**src/zrs_regs.svh**
```systemverilog
`ifndef ZRS_REGS_SVH
`define ZRS_REGS_SVH

// register byte offsets
`define ZRS_CTRL_ADDR 12'h000
`define ZRS_STATUS_ADDR 12'h004
`define ZRS_ZR_SPEED_ADDR 12'h008
`define ZRS_CREEP_SPEED_ADDR 12'h00C
`define ZRS_MAX_SPEED_ADDR 12'h010
`define ZRS_CLR_DEV_ADDR 12'h014
`define ZRS_POSITION_ADDR 12'h018
`define ZRS_SCAN_TIME_ADDR 12'h01C

// control field positions
`define ZRS_CTRL_ACTIVATE 0
`define ZRS_CTRL_CLR_OUT_EN 1
`define ZRS_CTRL_CLR_DEV_SEL_EN 2
`define ZRS_CTRL_FAST_INPUT 3
`define ZRS_CTRL_CH_LSB 4

// status field positions
`define ZRS_STAT_BUSY 0
`define ZRS_STAT_COMPLETE 1
`define ZRS_STAT_ABNORMAL 2
`define ZRS_STAT_CLEAR 3
`define ZRS_STAT_REFUSED 4

// reset values
`define ZRS_MAX_SPEED_RST 32'h000186A0
`define ZRS_SCAN_TIME_RST 16'h000A

// timing: clock 200 MHz
`define ZRS_CLK_HZ 200000000
`define ZRS_CLEAR_HOLD_MS 20
`define ZRS_CLEAR_HOLD_CYC (`ZRS_CLEAR_HOLD_MS * (`ZRS_CLK_HZ / 1000))
`define ZRS_MS_CYC (`ZRS_CLK_HZ / 1000)
`define ZRS_DECEL_STEP_HZ 32'h00000064

`endif

```
**src/zrs_pkg.sv**
```systemverilog
`default_nettype none
package zrs_pkg;
  typedef enum logic [2:0] {
    ZRS_IDLE = 3'b000,
    ZRS_FAST = 3'b001,
    ZRS_CREEP = 3'b011,
    ZRS_CLEAR = 3'b010,
    ZRS_DONE = 3'b110,
    ZRS_DECEL = 3'b100
  } zrs_state_type;

  typedef enum logic [1:0] {
    ZRS_END_OK = 2'h0,
    ZRS_END_ABORT = 2'h1,
    ZRS_END_LIMIT = 2'h2
  } zrs_end_type;
endpackage : zrs_pkg
`default_nettype wire

```
**src/zrs_pulse_gen.sv**
```systemverilog
`timescale 1ns/1ps
`default_nettype none
`include "zrs_regs.svh"
module zrs_pulse_gen (
  input wire logic clk_sys,
  input wire logic reset,
  input wire logic run,
  input wire logic [31:0] rate_hz,
  output logic step
);
  typedef struct packed {
    logic [31:0] acc;
    logic step;
  } zrs_pg_type;
  zrs_pg_type s_q;
  zrs_pg_type s_d;
  logic [32:0] sum;

  // phase accumulator: one step each time acc passes the clock rate
  always_comb
  begin
    s_d = s_q;
    sum = {1'b0, s_q.acc} + {1'b0, rate_hz};
    s_d.step = 1'b0;
    if (!run)
    begin
      s_d.acc = 32'h00000000;
    end
    else if (sum >= 33'(`ZRS_CLK_HZ))
    begin
      s_d.acc = 32'(sum - 33'(`ZRS_CLK_HZ));
      s_d.step = 1'b1;
    end
    else
    begin
      s_d.acc = sum[31:0];
    end
  end

  always_ff @(posedge clk_sys)
  begin
    if (reset)
      s_q <= '0;
    else
      s_q <= s_d;
  end

  assign step = s_q.step;
endmodule : zrs_pulse_gen
`default_nettype wire

```
**src/zrs_sequencer.sv**
```systemverilog
// What this block does
// - on start, pulses run at zero-return speed until the near-point input rises
// - near-point rising edge decelerates pulse rate down to creep speed
// - near-point falling edge stops pulses at once, no ramp
// - clear output asserted within 1 ms of falling edge, held 20 ms plus scan
// - slow near-point input allows 1 ms plus one scan time latency
// - after origin stop the 32-bit current position resets to zero
// - after stop and clear, complete flag set and run ends
// - default clear output per channel: channels 0..3 use outputs 4..7
// - with device select enabled, clear drives the output number from register
// - activation dropping mid-run decelerates and stops, no complete flag
// - while busy, a fresh start through the activate bit is refused
// - forward or reverse limit decelerates, stops, then sets abnormal-end flag
// - limit opposite to travel also stops with abnormal-end flag
// - no zero-phase marker; origin is near-point falling edge only
// - a fast near-point input is reserved from other input functions
// - homing runs reverse, decrementing the current position register
// - zero-return speed above maximum runs at maximum speed
//
// The register offsets and the APB register port were left to the implementer.
`timescale 1ns/1ps
`default_nettype none
`include "zrs_regs.svh"
module zrs_sequencer (
  input wire logic clk_sys,
  input wire logic reset,
  input wire logic psel,
  input wire logic penable,
  input wire logic pwrite,
  input wire logic [11:0] paddr,
  input wire logic [31:0] pwdata,
  output logic [31:0] prdata,
  output logic pready,
  output logic pslverr,
  input wire logic near_point_input,
  input wire logic fwd_limit_in,
  input wire logic rev_limit_in,
  output logic pulse_out,
  output logic [7:0] clear_out,
  output logic near_point_reserved,
  output logic busy,
  output logic exec_complete_flag,
  output logic abnormal_end_flag
);
  typedef struct packed {
    zrs_pkg::zrs_state_type state;
    zrs_pkg::zrs_end_type end_kind;
    logic [2:0] np_sync;
    logic [1:0] fl_sync;
    logic [1:0] rl_sync;
    logic activate;
    logic clr_out_en;
    logic clr_dev_sel_en;
    logic fast_input;
    logic [1:0] channel;
    logic [31:0] zr_speed;
    logic [31:0] creep_speed;
    logic [31:0] max_speed;
    logic [2:0] clr_dev;
    logic [31:0] position;
    logic [15:0] scan_ms;
    logic [31:0] rate;
    logic [31:0] timer;
    logic [31:0] latency;
    logic clear_on;
    logic [2:0] clear_sel;
    logic complete;
    logic abnormal;
    logic refused;
    logic [31:0] rdata;
  } zrs_seq_type;
  zrs_seq_type s_q;
  zrs_seq_type s_d;

  logic step;
  logic running;
  logic np_rise;
  logic np_fall;
  logic limit_hit;
  logic wr_en;
  logic rd_en;
  logic [31:0] zr_eff;

  // clear output number for a channel with the default mapping
  function automatic logic [2:0] zrs_default_clear(input logic [1:0] ch);
    zrs_default_clear = {1'b1, ch};
  endfunction : zrs_default_clear

  // decode of a valid register address, shared by read and write
  function automatic logic zrs_addr_ok(input logic [11:0] a);
    zrs_addr_ok = (a[1:0] == 2'h0) && (a <= `ZRS_SCAN_TIME_ADDR);
  endfunction : zrs_addr_ok

  zrs_pulse_gen u_pulse (
    .clk_sys(clk_sys),
    .reset(reset),
    .run(running),
    .rate_hz(s_q.rate),
    .step(step)
  );

  // a step already in flight when the run state ends is swallowed here
  assign running = (s_q.state == zrs_pkg::ZRS_FAST) || (s_q.state == zrs_pkg::ZRS_CREEP)
    || (s_q.state == zrs_pkg::ZRS_DECEL);
  // edges only from the second and third stages, never the first
  assign np_rise = s_q.np_sync[1] && !s_q.np_sync[2];
  assign np_fall = !s_q.np_sync[1] && s_q.np_sync[2];
  // either limit stops, whichever side it lies on
  assign limit_hit = s_q.fl_sync[1] || s_q.rl_sync[1];
  assign zr_eff = (s_q.zr_speed > s_q.max_speed) ? s_q.max_speed : s_q.zr_speed;
  assign wr_en = psel && penable && pwrite;
  assign rd_en = psel && !penable && !pwrite;

  // next-state logic for registers, sequencer and clear timing
  always_comb
  begin
    s_d = s_q;
    s_d.np_sync = {s_q.np_sync[1:0], near_point_input};
    s_d.fl_sync = {s_q.fl_sync[0], fwd_limit_in};
    s_d.rl_sync = {s_q.rl_sync[0], rev_limit_in};
    s_d.refused = 1'b0;

    // register writes
    if (wr_en && zrs_addr_ok(paddr))
    begin
      case (paddr)
        `ZRS_CTRL_ADDR:
        begin
          s_d.activate = pwdata[`ZRS_CTRL_ACTIVATE];
          s_d.clr_out_en = pwdata[`ZRS_CTRL_CLR_OUT_EN];
          s_d.clr_dev_sel_en = pwdata[`ZRS_CTRL_CLR_DEV_SEL_EN];
          s_d.fast_input = pwdata[`ZRS_CTRL_FAST_INPUT];
          // channel is fixed while busy so the run cannot move outputs
          if (s_q.state == zrs_pkg::ZRS_IDLE)
            s_d.channel = pwdata[`ZRS_CTRL_CH_LSB +: 2];
          // a fresh start while a run is live is refused
          if (pwdata[`ZRS_CTRL_ACTIVATE] && !s_q.activate && s_q.state != zrs_pkg::ZRS_IDLE)
            s_d.refused = 1'b1;
        end
        `ZRS_ZR_SPEED_ADDR: s_d.zr_speed = pwdata;
        `ZRS_CREEP_SPEED_ADDR: s_d.creep_speed = pwdata;
        `ZRS_MAX_SPEED_ADDR: s_d.max_speed = pwdata;
        `ZRS_CLR_DEV_ADDR: s_d.clr_dev = pwdata[2:0];
        `ZRS_POSITION_ADDR:
        begin
          if (s_q.state == zrs_pkg::ZRS_IDLE)
            s_d.position = pwdata;
        end
        `ZRS_SCAN_TIME_ADDR: s_d.scan_ms = pwdata[15:0];
        default: s_d.rdata = s_q.rdata;
      endcase
    end

    // read data captured in setup so it stands through access
    if (rd_en)
    begin
      case (paddr)
        `ZRS_CTRL_ADDR: s_d.rdata = {26'h0, s_q.channel, s_q.fast_input, s_q.clr_dev_sel_en,
          s_q.clr_out_en, s_q.activate};
        `ZRS_STATUS_ADDR: s_d.rdata = {27'h0, s_q.refused, s_q.clear_on, s_q.abnormal,
          s_q.complete, (s_q.state != zrs_pkg::ZRS_IDLE)};
        `ZRS_ZR_SPEED_ADDR: s_d.rdata = s_q.zr_speed;
        `ZRS_CREEP_SPEED_ADDR: s_d.rdata = s_q.creep_speed;
        `ZRS_MAX_SPEED_ADDR: s_d.rdata = s_q.max_speed;
        `ZRS_CLR_DEV_ADDR: s_d.rdata = {29'h0, s_q.clr_dev};
        `ZRS_POSITION_ADDR: s_d.rdata = s_q.position;
        `ZRS_SCAN_TIME_ADDR: s_d.rdata = {16'h0, s_q.scan_ms};
        default: s_d.rdata = 32'h00000000;
      endcase
    end

    // each step moves the axis one count in reverse
    if (step && running)
      s_d.position = s_q.position - 32'h00000001;

    case (s_q.state)
      zrs_pkg::ZRS_IDLE:
      begin
        // flags drop when the activation input is turned off
        if (!s_q.activate)
        begin
          s_d.complete = 1'b0;
          s_d.abnormal = 1'b0;
        end
        if (s_d.activate && !s_q.activate)
        begin
          s_d.complete = 1'b0;
          s_d.abnormal = 1'b0;
          s_d.rate = zr_eff;
          s_d.end_kind = zrs_pkg::ZRS_END_OK;
          s_d.state = zrs_pkg::ZRS_FAST;
        end
      end
      zrs_pkg::ZRS_FAST:
      begin
        if (!s_q.activate)
        begin
          s_d.end_kind = zrs_pkg::ZRS_END_ABORT;
          s_d.state = zrs_pkg::ZRS_DECEL;
        end
        else if (limit_hit)
        begin
          s_d.end_kind = zrs_pkg::ZRS_END_LIMIT;
          s_d.state = zrs_pkg::ZRS_DECEL;
        end
        else if (np_rise)
          s_d.state = zrs_pkg::ZRS_CREEP;
        else
          s_d.rate = zr_eff;
      end
      zrs_pkg::ZRS_CREEP:
      begin
        // ramp down toward creep one step per millisecond tick
        if (s_q.timer == 32'h0)
        begin
          s_d.timer = 32'(`ZRS_MS_CYC - 1);
          if (s_q.rate > s_q.creep_speed + `ZRS_DECEL_STEP_HZ)
            s_d.rate = s_q.rate - `ZRS_DECEL_STEP_HZ;
          else
            s_d.rate = s_q.creep_speed;
        end
        else
          s_d.timer = s_q.timer - 32'h1;
        if (!s_q.activate)
        begin
          s_d.end_kind = zrs_pkg::ZRS_END_ABORT;
          s_d.state = zrs_pkg::ZRS_DECEL;
        end
        else if (limit_hit)
        begin
          s_d.end_kind = zrs_pkg::ZRS_END_LIMIT;
          s_d.state = zrs_pkg::ZRS_DECEL;
        end
        else if (np_fall)
        begin
          // origin is this edge alone; no marker input exists
          s_d.rate = 32'h0;
          s_d.position = 32'h00000000;
          s_d.clear_sel = s_q.clr_dev_sel_en ? s_q.clr_dev : zrs_default_clear(s_q.channel);
          s_d.clear_on = s_q.clr_out_en;
          // slow inputs wait one scan before the pulse; no clear wanted, no wait
          s_d.latency = (s_q.fast_input || !s_q.clr_out_en) ? 32'h0
            : 32'(s_q.scan_ms) * 32'(`ZRS_MS_CYC);
          s_d.timer = 32'(`ZRS_CLEAR_HOLD_CYC) + 32'(s_q.scan_ms) * 32'(`ZRS_MS_CYC);
          s_d.state = zrs_pkg::ZRS_CLEAR;
        end
      end
      zrs_pkg::ZRS_CLEAR:
      begin
        if (s_q.latency != 32'h0)
          s_d.latency = s_q.latency - 32'h1;
        else if (s_q.clear_on && s_q.timer != 32'h0)
          s_d.timer = s_q.timer - 32'h1;
        else
        begin
          s_d.clear_on = 1'b0;
          s_d.state = zrs_pkg::ZRS_DONE;
        end
      end
      zrs_pkg::ZRS_DONE:
      begin
        s_d.complete = 1'b1;
        s_d.state = zrs_pkg::ZRS_IDLE;
      end
      zrs_pkg::ZRS_DECEL:
      begin
        // short ramp down before stopping, no origin clear
        if (s_q.rate > `ZRS_DECEL_STEP_HZ)
          s_d.rate = s_q.rate - `ZRS_DECEL_STEP_HZ;
        else
        begin
          s_d.rate = 32'h0;
          s_d.abnormal = (s_q.end_kind == zrs_pkg::ZRS_END_LIMIT);
          s_d.state = zrs_pkg::ZRS_IDLE;
        end
      end
      default: s_d.state = zrs_pkg::ZRS_IDLE;
    endcase
  end

  // single register for all state
  always_ff @(posedge clk_sys)
  begin
    if (reset)
    begin
      s_q <= '0;
      s_q.max_speed <= `ZRS_MAX_SPEED_RST;
      s_q.scan_ms <= `ZRS_SCAN_TIME_RST;
      s_q.state <= zrs_pkg::ZRS_IDLE;
    end
    else
      s_q <= s_d;
  end

  // clear line fans out to the chosen output number
  genvar gi;
  generate
    for (gi = 0; gi < 8; gi++)
    begin : g_clear
      assign clear_out[gi] = s_q.clear_on && (s_q.latency == 32'h0)
        && (s_q.clear_sel == 3'(gi));
    end
  endgenerate

  assign pulse_out = step && running;
  assign busy = (s_q.state != zrs_pkg::ZRS_IDLE);
  assign near_point_reserved = s_q.fast_input;
  assign exec_complete_flag = s_q.complete;
  assign abnormal_end_flag = s_q.abnormal;
  assign prdata = s_q.rdata;
  assign pready = 1'b1;
  assign pslverr = psel && penable && !zrs_addr_ok(paddr);

  // no pulse may leave in the four cycles after the origin edge was seen
  a_stop_abrupt: assert property (@(posedge clk_sys) disable iff (reset)
    (s_q.state == zrs_pkg::ZRS_CREEP && s_q.activate && !limit_hit && np_fall) |=> !pulse_out [*4])
    else $error("pulse after origin edge");
  a_pos_clear: assert property (@(posedge clk_sys) disable iff (reset)
    (s_q.state == zrs_pkg::ZRS_CREEP && s_d.state == zrs_pkg::ZRS_CLEAR) |=> (s_q.position == 32'h0))
    else $error("position not cleared at origin");
  a_complete_set: assert property (@(posedge clk_sys) disable iff (reset)
    (s_q.state == zrs_pkg::ZRS_DONE) |=> exec_complete_flag && !busy)
    else $error("complete flag missing");
  a_abort_flag: assert property (@(posedge clk_sys) disable iff (reset)
    (s_q.state == zrs_pkg::ZRS_DECEL && s_q.end_kind == zrs_pkg::ZRS_END_ABORT) |-> !exec_complete_flag)
    else $error("complete set on abort");
  a_limit_flag: assert property (@(posedge clk_sys) disable iff (reset)
    (s_q.state == zrs_pkg::ZRS_DECEL && s_d.state == zrs_pkg::ZRS_IDLE
      && s_q.end_kind == zrs_pkg::ZRS_END_LIMIT) |=> abnormal_end_flag)
    else $error("abnormal flag missing");
  a_speed_cap: assert property (@(posedge clk_sys) disable iff (reset)
    (s_q.state == zrs_pkg::ZRS_FAST) |-> (s_q.rate <= s_q.max_speed))
    else $error("rate above maximum");
  a_fast_clear: assert property (@(posedge clk_sys) disable iff (reset)
    (s_q.state == zrs_pkg::ZRS_CREEP && s_d.state == zrs_pkg::ZRS_CLEAR && s_q.clr_out_en && s_q.fast_input)
    |=> (clear_out != 8'h00))
    else $error("clear output late");
  a_default_map: assert property (@(posedge clk_sys) disable iff (reset)
    (clear_out != 8'h00 && !s_q.clr_dev_sel_en) |-> clear_out[{1'b1, s_q.channel}])
    else $error("clear on wrong output");
endmodule : zrs_sequencer
`default_nettype wire

```
**config.mk**
```make
export PLATFORM = sky130hd
export DESIGN_NAME = zrs_sequencer
export DESIGN_NICKNAME = d
export VERILOG_FILES = /design/src/zrs_pkg.sv /design/src/zrs_pulse_gen.sv /design/src/zrs_sequencer.sv
export VERILOG_INCLUDE_DIRS = /design/src
export SDC_FILE = /design/constraint.sdc
export NUM_CORES = 1
export LEC_CHECK = 0
export BUFFER_PORTS_ARGS = -buffer_cell sky130_fd_sc_hd__buf_4
export CAP_MARGIN = 20
export CORE_ASPECT_RATIO = 0.9
export CORE_MARGIN = 2
export CORE_UTILIZATION = 35
export CTS_CLUSTER_SIZE = 30
export DETAILED_ROUTE_END_ITERATION = 8
export PLACE_DENSITY = 0.52
export SKIP_LAST_GASP = 1
export SLEW_MARGIN = 15
export SYNTH_ARGS = -nofsm -noshare
export SYNTH_HDL_FRONTEND = slang
export SYNTH_SLANG_ARGS = --single-unit
```
**constraint.sdc**
```tcl
create_clock -name clk_sys -period 18 [get_ports clk_sys]
set_input_delay 2.7 -clock clk_sys [delete_from_list [all_inputs] [get_ports clk_sys]]
set_output_delay 2.7 -clock clk_sys [all_outputs]
set_load 0.02 [all_outputs]
```
==> metrics.txt, run 1 <==
final WL around 89000 um; layout cell share with drive strength beyond 1 0.08853; Total GRT Usage 0.2326; final hold vios 0; simple-gate share of the synthesized area 0.2274; cell depth of the worst min-delay path 1; Clock Latency Late Sink 610 ps; initial antenna violation count 1; CP cell instances or4_1 > nor3_1 > nand2b_1 > or3_1 > nor3_1 > nand4_1 > or2_2 > nor3_1 > buf_4; Sinks on Clock Net roughly 330; r2r worst-path depth 20; Setup-failing EPs final 0; number of fill cells 7520; crit path launch type register; initial core utilization 0.3530; status finished with violations; #FFs+latches synth ~330; pwr dens 111.8 nW/um2; Synth Instances ~3300; Die Footprint ~74000 um2; Longest Clk Path Bufs 3; Layout Area Growth over Synthesis 11.12%; critical path type reg -> out; post-detailed-route count of antenna-violating nets 0; total CTS buffers 41; slowest library cell on the worst path or4_1; final setup TNS 0 ps; Crit path largest cell delay ~600 ps; Worst Hold Class reg -> reg; clock slew at reported path FFs approximately 60 ps; Post-Synth Adder-Cell Area 0.1332; hold path startpoint s_d[291]; post_cts resized 0; Post-synth EDFFs 0; Setup Skew between 40 and 50 ps; cell mode on critical path nor3_1; IO Port Bufs 97; Pre-antenna DRT Iters 9; die height about 260 um; Crit Path Max Fanout 7; failing checks design-rule violations; Hold-fix buffers, CTS 0; reg2reg setup slack approximately 12000 ps; Synth Flop Type dfxtp_1; post-synthesis mux area share 0.02153; Data arrival, critical path ~3800 ps; drt first-iter violations approximately 2600; Worst R2R End s_q[102]; MaxCap Viol Count 0; largest net degree at the start of global routing roughly 160; diode count 0; fin crit share 0.3607; Total Nets Final approximately 3600; H-tree Lvls 2; RSZ-0062 raised after global routing no; grt ovf 0; hold worst-path end s_q[291]; leakage power between 0.01 and 0.015 uW; RR Startpoint s_q[149]; Worst-Margin Slew about 1200 ps; vias per inst 5.752; via count roughly 25000; Avg Synthesized Cell Area 7.602 um2; Layout Utilization 0.3923; clock root buffer clkbuf_16; crit path time final around 6500 ps; XOR/XNOR share of the synthesized area 0.03884; Post-route DRC 2; Req. time, crit path 15300 ps; post-synthesis sequential area ratio 0.2643; relative slew slack 0.1972; IO Count between 90 and 100; Crit. End Element output port; max-slew violation count 0; synthesized cell area ~25000 um2; Fmax between 150 and 200 MHz; Final GP Congestion 0.8720; largest family of logic cells by synthesized area compound AO/OA/AOI/OAI gates; Ys Warns 0; syn_nets between 3000 and 4000; fin cells 4271; Compound-Gate Fraction of Synth Area 0.2478; Die W roughly 290 um; Core Region 71450 um2; Yosys cell types approximately 110; IR drop worst, VDD 0.1435 mV; WL/cell 20.75 um; placed cells 4194; global-route wire length before repair 137300 um; Post-CTS Setup Bufs 0; Detailed Place HPWL 65150 um; # rows 93; number of global-route vias before repair between 20000 and 25000; fraction of registers with async set/reset 0; CTS tree done
[layer usage]
| layer | global-route usage | up-vias | wire [um] |
|---|---|---|---|
| met3 | 0.02685 | 118 | 6145 |
| met5 | 0 | - | 0 |
| li1 | - | 11900 | - |
| met1 | 0.3645 | 11620 | 44230 |
| met4 | 0.05729 | 0 | 2121 |
| met2 | 0.3319 | 927 | 36140 |
[worst max-delay path, delay by kind of cell (launching register included)]
kind / cells / cell delay, ps
buf+inv: 1 / 170
flops: 1 / 360
simple gates: 8 / 2670
[cell usage after synthesis, types with 23 or more instances]
cell | count | area (um2)
buf_4 | 38 | 285.3
a21oi_1 | 352 | 1762
ha_1 | 203 | 2540
a222oi_1 | 29 | 290.3
nand4_1 | 29 | 181.4
a21o_1 | 45 | 337.8
mux2i_1 | 46 | 460.4
or3_1 | 31 | 193.9
inv_1 | 183 | 686.9
o21ai_0 | 155 | 775.7
o22ai_1 | 31 | 193.9
nor4_1 | 40 | 250.2
nor3_1 | 119 | 595.6
dfxtp_1 | 333 | 6666
a31oi_1 | 23 | 143.9
a22oi_1 | 36 | 270.3
xor2_1 | 48 | 420.4
o211ai_1 | 23 | 172.7
nand3_1 | 80 | 400.4
fa_1 | 41 | 820.8
clkbuf_1 | 150 | 563.0
nand2_1 | 424 | 1592
nor2_1 | 307 | 1152
a211oi_1 | 42 | 315.3
and3_1 | 36 | 225.2
xnor2_1 | 62 | 543.0
nand2b_1 | 24 | 150.1
[cell usage in the layout, fill, tap and decap left out, types with 24 or more instances in the layout]
cell type,instances
xor2_1,48
a222oi_1,29
a21oi_1,351
nand4_1,29
nor4_1,37
clkbuf_16,41
nor2_1,306
inv_1,183
mux2i_1,46
a21o_1,45
or3_1,31
ha_1,203
buf_4,135
o21ai_0,154
a211oi_1,42
nand2_1,424
fa_1,41
o22ai_1,31
dfxtp_1,333
nand3_1,80
a22oi_1,36
nor3_1,115
and3_1,36
xnor2_1,62
nand2b_1,24
[power by group]
part / switching (uW) / internal (uW) / leakage, uW
Clock: 369 / 523 / 0.000710
Sequential: 63.0 / 768 / 0.00269
Combinational: 953 / 457 / 0.00755
[sequential cells by signal, indices dropped and copies added, names as in the netlist]
register / count
abnormal_end_flag: 1
exec_complete_flag: 1
near_point_reserved: 1
prdata: 32
s_d: 4
s_q: 261
u_pulse.s_q: 32
u_pulse.step: 1
[how the worst max path moves through the flow]
| stage | from | to | slack, ps |
|---|---|---|---|
| after global routing | s_q[57] | clear_out[0] | 11280 |
| after floorplan | paddr[9] | pslverr | 12000 |
| after CTS | s_q[57] | clear_out[0] | 11560 |
| final | s_q[57] | clear_out[0] | 11510 |
| after detailed placement | paddr[5] | pslverr | 11740 |
| after global placement | paddr[5] | pslverr | 11770 |
[through the flow]
stage / worst slack, ps / total power (uW) / cell area [um2] / hold WS (ps)
6_report: 11510 / 3132 / 28030 / 439.1
5_1_grt: 11280 / 3310 / 28030 / 468.6
4_1_cts: 11560 / 3122 / 28020 / 442.1
3_5_place_dp: 11740 / 2218 / 26570 / 427.8
3_3_place_gp: 11770 / 2239 / 26570 / 418.1
2_1_floorplan: 12000 / 1813 / 25220 / 413.8
[area by class of cell]
cell class              instances  area (um2)  share of cell area
clock buffers                  61        1231             0.04393
flip-flops and latches        333        6666              0.2378
clock inverters                15       220.2            0.007857
well taps                     950        1189             0.04241
repair buffers                138        1052             0.03754
inverters                     184       690.7             0.02464
multi-input cells            2590       16980              0.6058
[cell families after synthesis]
logic type	Yosys count
buf+inv	395
fa+ha+maj	244
flops	333
other cells	1
compound gates	959
simple gates	1222
xor+xnor	111
mux	53
(Power assumes the default switching activity.)
==> run 2, diff against run 1 <==
- PLACE_DENSITY: 0.52 -> 0.54
- clock period: 18 -> 5.2 ns (I/O delays scaled with it)
==> run 2 against run 1 <==
Against the previous run:
- the flow finishes with violations (negative setup slack)
- sequential power rose to 3.4 times the previous value
- sequential share of layout area fell by 1.3 points
- flip-flop and latch count unchanged
- critical path type is now reg -> reg
- critical endpoint is now s_q[102]
==> metrics.txt, run 2 (synthesis results as in run 1) <==
status finished with violations (unchanged); failing checks negative setup slack (was design-rule violations); Clock Latency Late Sink 590 ps (was 610 ps); Area after DPL 27780 um2 (was 26570 um2); clock slew at reported path FFs 50 ps (was 60 ps); IR drop worst, VDD 0.4492 mV (was 0.1435 mV); GR Util met3 0.03204 (was 0.02685); Core Region 71450 um2 (unchanged); Layout Utilization 0.4171 (was 0.3923); setup ws final -203.8 ps (was 11510 ps); IO Count 99 (unchanged); Data arrival, critical path 5830 ps (was 3790 ps); # rows 93 (unchanged); initial antenna violation count 1 (unchanged); register with the most flip-flops s_q (unchanged); Worst R2R End s_q[102] (unchanged); Worst Hold Class in -> reg (was reg -> reg); drt first-iter violations 2574 (was 2576); layout cell share with drive strength beyond 1 0.1563 (was 0.08853); via count 24960 (was 24570); critical path type reg -> reg (was reg -> out); r2r worst-path depth 20 (unchanged); WL/cell 20.06 um (was 20.75 um); Crit Path Max Fanout 4 (was 7); fin crit share 1.039; most frequent cells in the layout nand2_1 (424), a21oi_1 (347), dfxtp_1 (319) (was nand2_1 (424), a21oi_1 (351), dfxtp_1 (333)); Worst-Margin Slew 1081 ps (was 1195 ps); area of the multi-input gates 17600 um2 (was 16980 um2); Pre-antenna DRT Iters 9 (unchanged); Detailed Place HPWL 66440 um (was 65150 um); vias per inst 5.643 (was 5.752); Layout Area Growth over Synthesis 18.16% (was 11.12%); crit path launch type register (unchanged); reg2reg setup slack -200 ps (was 11760 ps); RSZ-0062 raised after global routing yes (was no); number of fill cells 7407 (was 7520); die height 258.7 um (unchanged); diode count 0 (unchanged); max reg flops 261 (unchanged); initial core utilization 0.3530 (unchanged); MaxCap Viol Count 0 (unchanged); Post-route DRC 0 (was 2); post-detailed-route count of antenna-violating nets 0 (unchanged); largest net degree at the start of global routing 77 (was 158); global-route wire length before repair 138800 um (was 137300 um); storage element area 6711 um2 (was 6666 um2); number of global-route vias before repair 23380 (was 22370); Req. time, crit path 5630 ps (was 15300 ps); Longest Clk Path Bufs 3 (unchanged); Sinks on Clock Net 333 (unchanged); layer with the highest usage met1 (unchanged); pwr dens 369.2 nW/um2 (was 111.8 nW/um2); CTS tree done (unchanged); leakage power 0.01167 uW (was 0.01095 uW); final setup TNS -393.1 ps (was 0 ps); Hold-fix buffers, CTS 0 (unchanged); Total Nets Final 3740 (was 3584); Crit. End Element register (was output port); relative slew slack 0.2750 (was 0.1972); IO Port Bufs 97 (unchanged); post-route cell area 29800 um2 (was 28030 um2); most common cell after layout, fill and taps aside nand2_1 (unchanged); H-tree Lvls 2 (unchanged); met2 usage in global routing 0.3421 (was 0.3319); Final GP Congestion 0.8998 (was 0.8720); grt ovf 0 (unchanged); Die Footprint 74230 um2 (unchanged); Setup Skew 33.64 ps (was 49.10 ps); final hold vios 0 (unchanged); Total GRT Usage 0.2339 (was 0.2326); final WL 88740 um (was 88640 um); Die W 287.0 um (unchanged); clock root buffer clkbuf_16 (unchanged); GR met1 Demand/Resource 0.3531 (was 0.3645); max-slew violation count 0 (unchanged); Pwr Total 11000 uW (was 3132 uW); Setup-failing EPs final 5 (was 0); total CTS buffers 42 (was 41); RR Startpoint s_q[144] (was s_q[149]); CP Launch Point s_q[144] (was s_q[57]); crit path time final around 5400 ps; Critical path destination s_q[102] (was clear_out[0]); Fmax between 150 and 200 MHz
-- run 2: cell types whose count changed in the layout (fill, tap and decap cells not counted), sizes merged --
cell / change
buf: +155
clkbuf: -1
clkinv: -1
clkinvlp: -1
inv: +1
-- run 2: metrics by stage --
| stage | cells | setup WS [ps] | hold slack, ps |
|---|---|---|---|
| floorplan | 3318 | -220.0 | 413.8 |
| global placement | 4334 | -354.1 | 416.0 |
| detailed placement | 4334 | -372.7 | 430.4 |
| CTS | 4416 | -184.1 | 405.1 |
| global route | 4424 | -357.0 | 423.0 |
| finish | 4424 | -203.8 | 432.3 |
-- run 2: worst min-delay path by stage --
stage | from | end | slack (ps) | cells past startpoint
2_1_floorplan | s_d[293] | s_d[294] | 410 | 1
3_3_place_gp | s_d[289] | s_q[289] | 420 | 1
3_5_place_dp | s_d[291] | s_q[291] | 430 | 1
4_1_cts | rev_limit_in | s_d[289] | 410 | 2
5_1_grt | rev_limit_in | s_d[289] | 420 | 2
6_report | fwd_limit_in | s_d[291] | 430 | 2
-- run 2: critical path: stages (launching register included) --
cell and delay (ps):
dfxtp_4 350, buf_6 130, buf_4 120, ha_1 280, inv_1 50, fa_1 530
fa_1 440, fa_1 520, inv_2 50, ha_4 230, a21o_1 150, a21o_1 160
a21o_1 190, o31a_1 310, buf_4 150, xnor2_2 130, or4_4 530, or3_4 370
nor4b_4 290, xor2_1 190, o22ai_1 80
-- run 2: layout make-up --
type | instances | share of cell area
Tap cell | 950 | 0.03988
Clock buffer | 60 | 0.04022
Timing Repair Buffer | 293 | 0.07452
Sequential cell | 333 | 0.2252
Inverter | 184 | 0.02317
Clock inverter | 14 | 0.006549
Multi-Input combinational cell | 2590 | 0.5905
-- run 2: layer usage --
layer | share of wire | vias to the layer above | routed length (um)
met5 | 0 | - | 0
met4 | 0.026 | 0 | 2336
met3 | 0.071 | 117 | 6340
met2 | 0.42 | 888 | 37080
met1 | 0.48 | 11730 | 42980
li1 | - | 12230 | -
-- run 2: where the power goes --
group / total (uW) / internal [uW] / switching [uW]
Clock: 3000 / 1760 / 1240
Combinational: 5140 / 1870 / 3270
Sequential: 2860 / 2650 / 208
-- run 2: what timing repair did --
| action | 4_1_cts | 5_1_grt |
|---|---|---|
| pin swaps | 44 | 30 |
| buffers inserted | 8 | 8 |
| endpoints found under the setup margin | 10 | 18 |
| endpoints found under the hold margin | 0 | 0 |
| resized for setup | 59 | 37 |
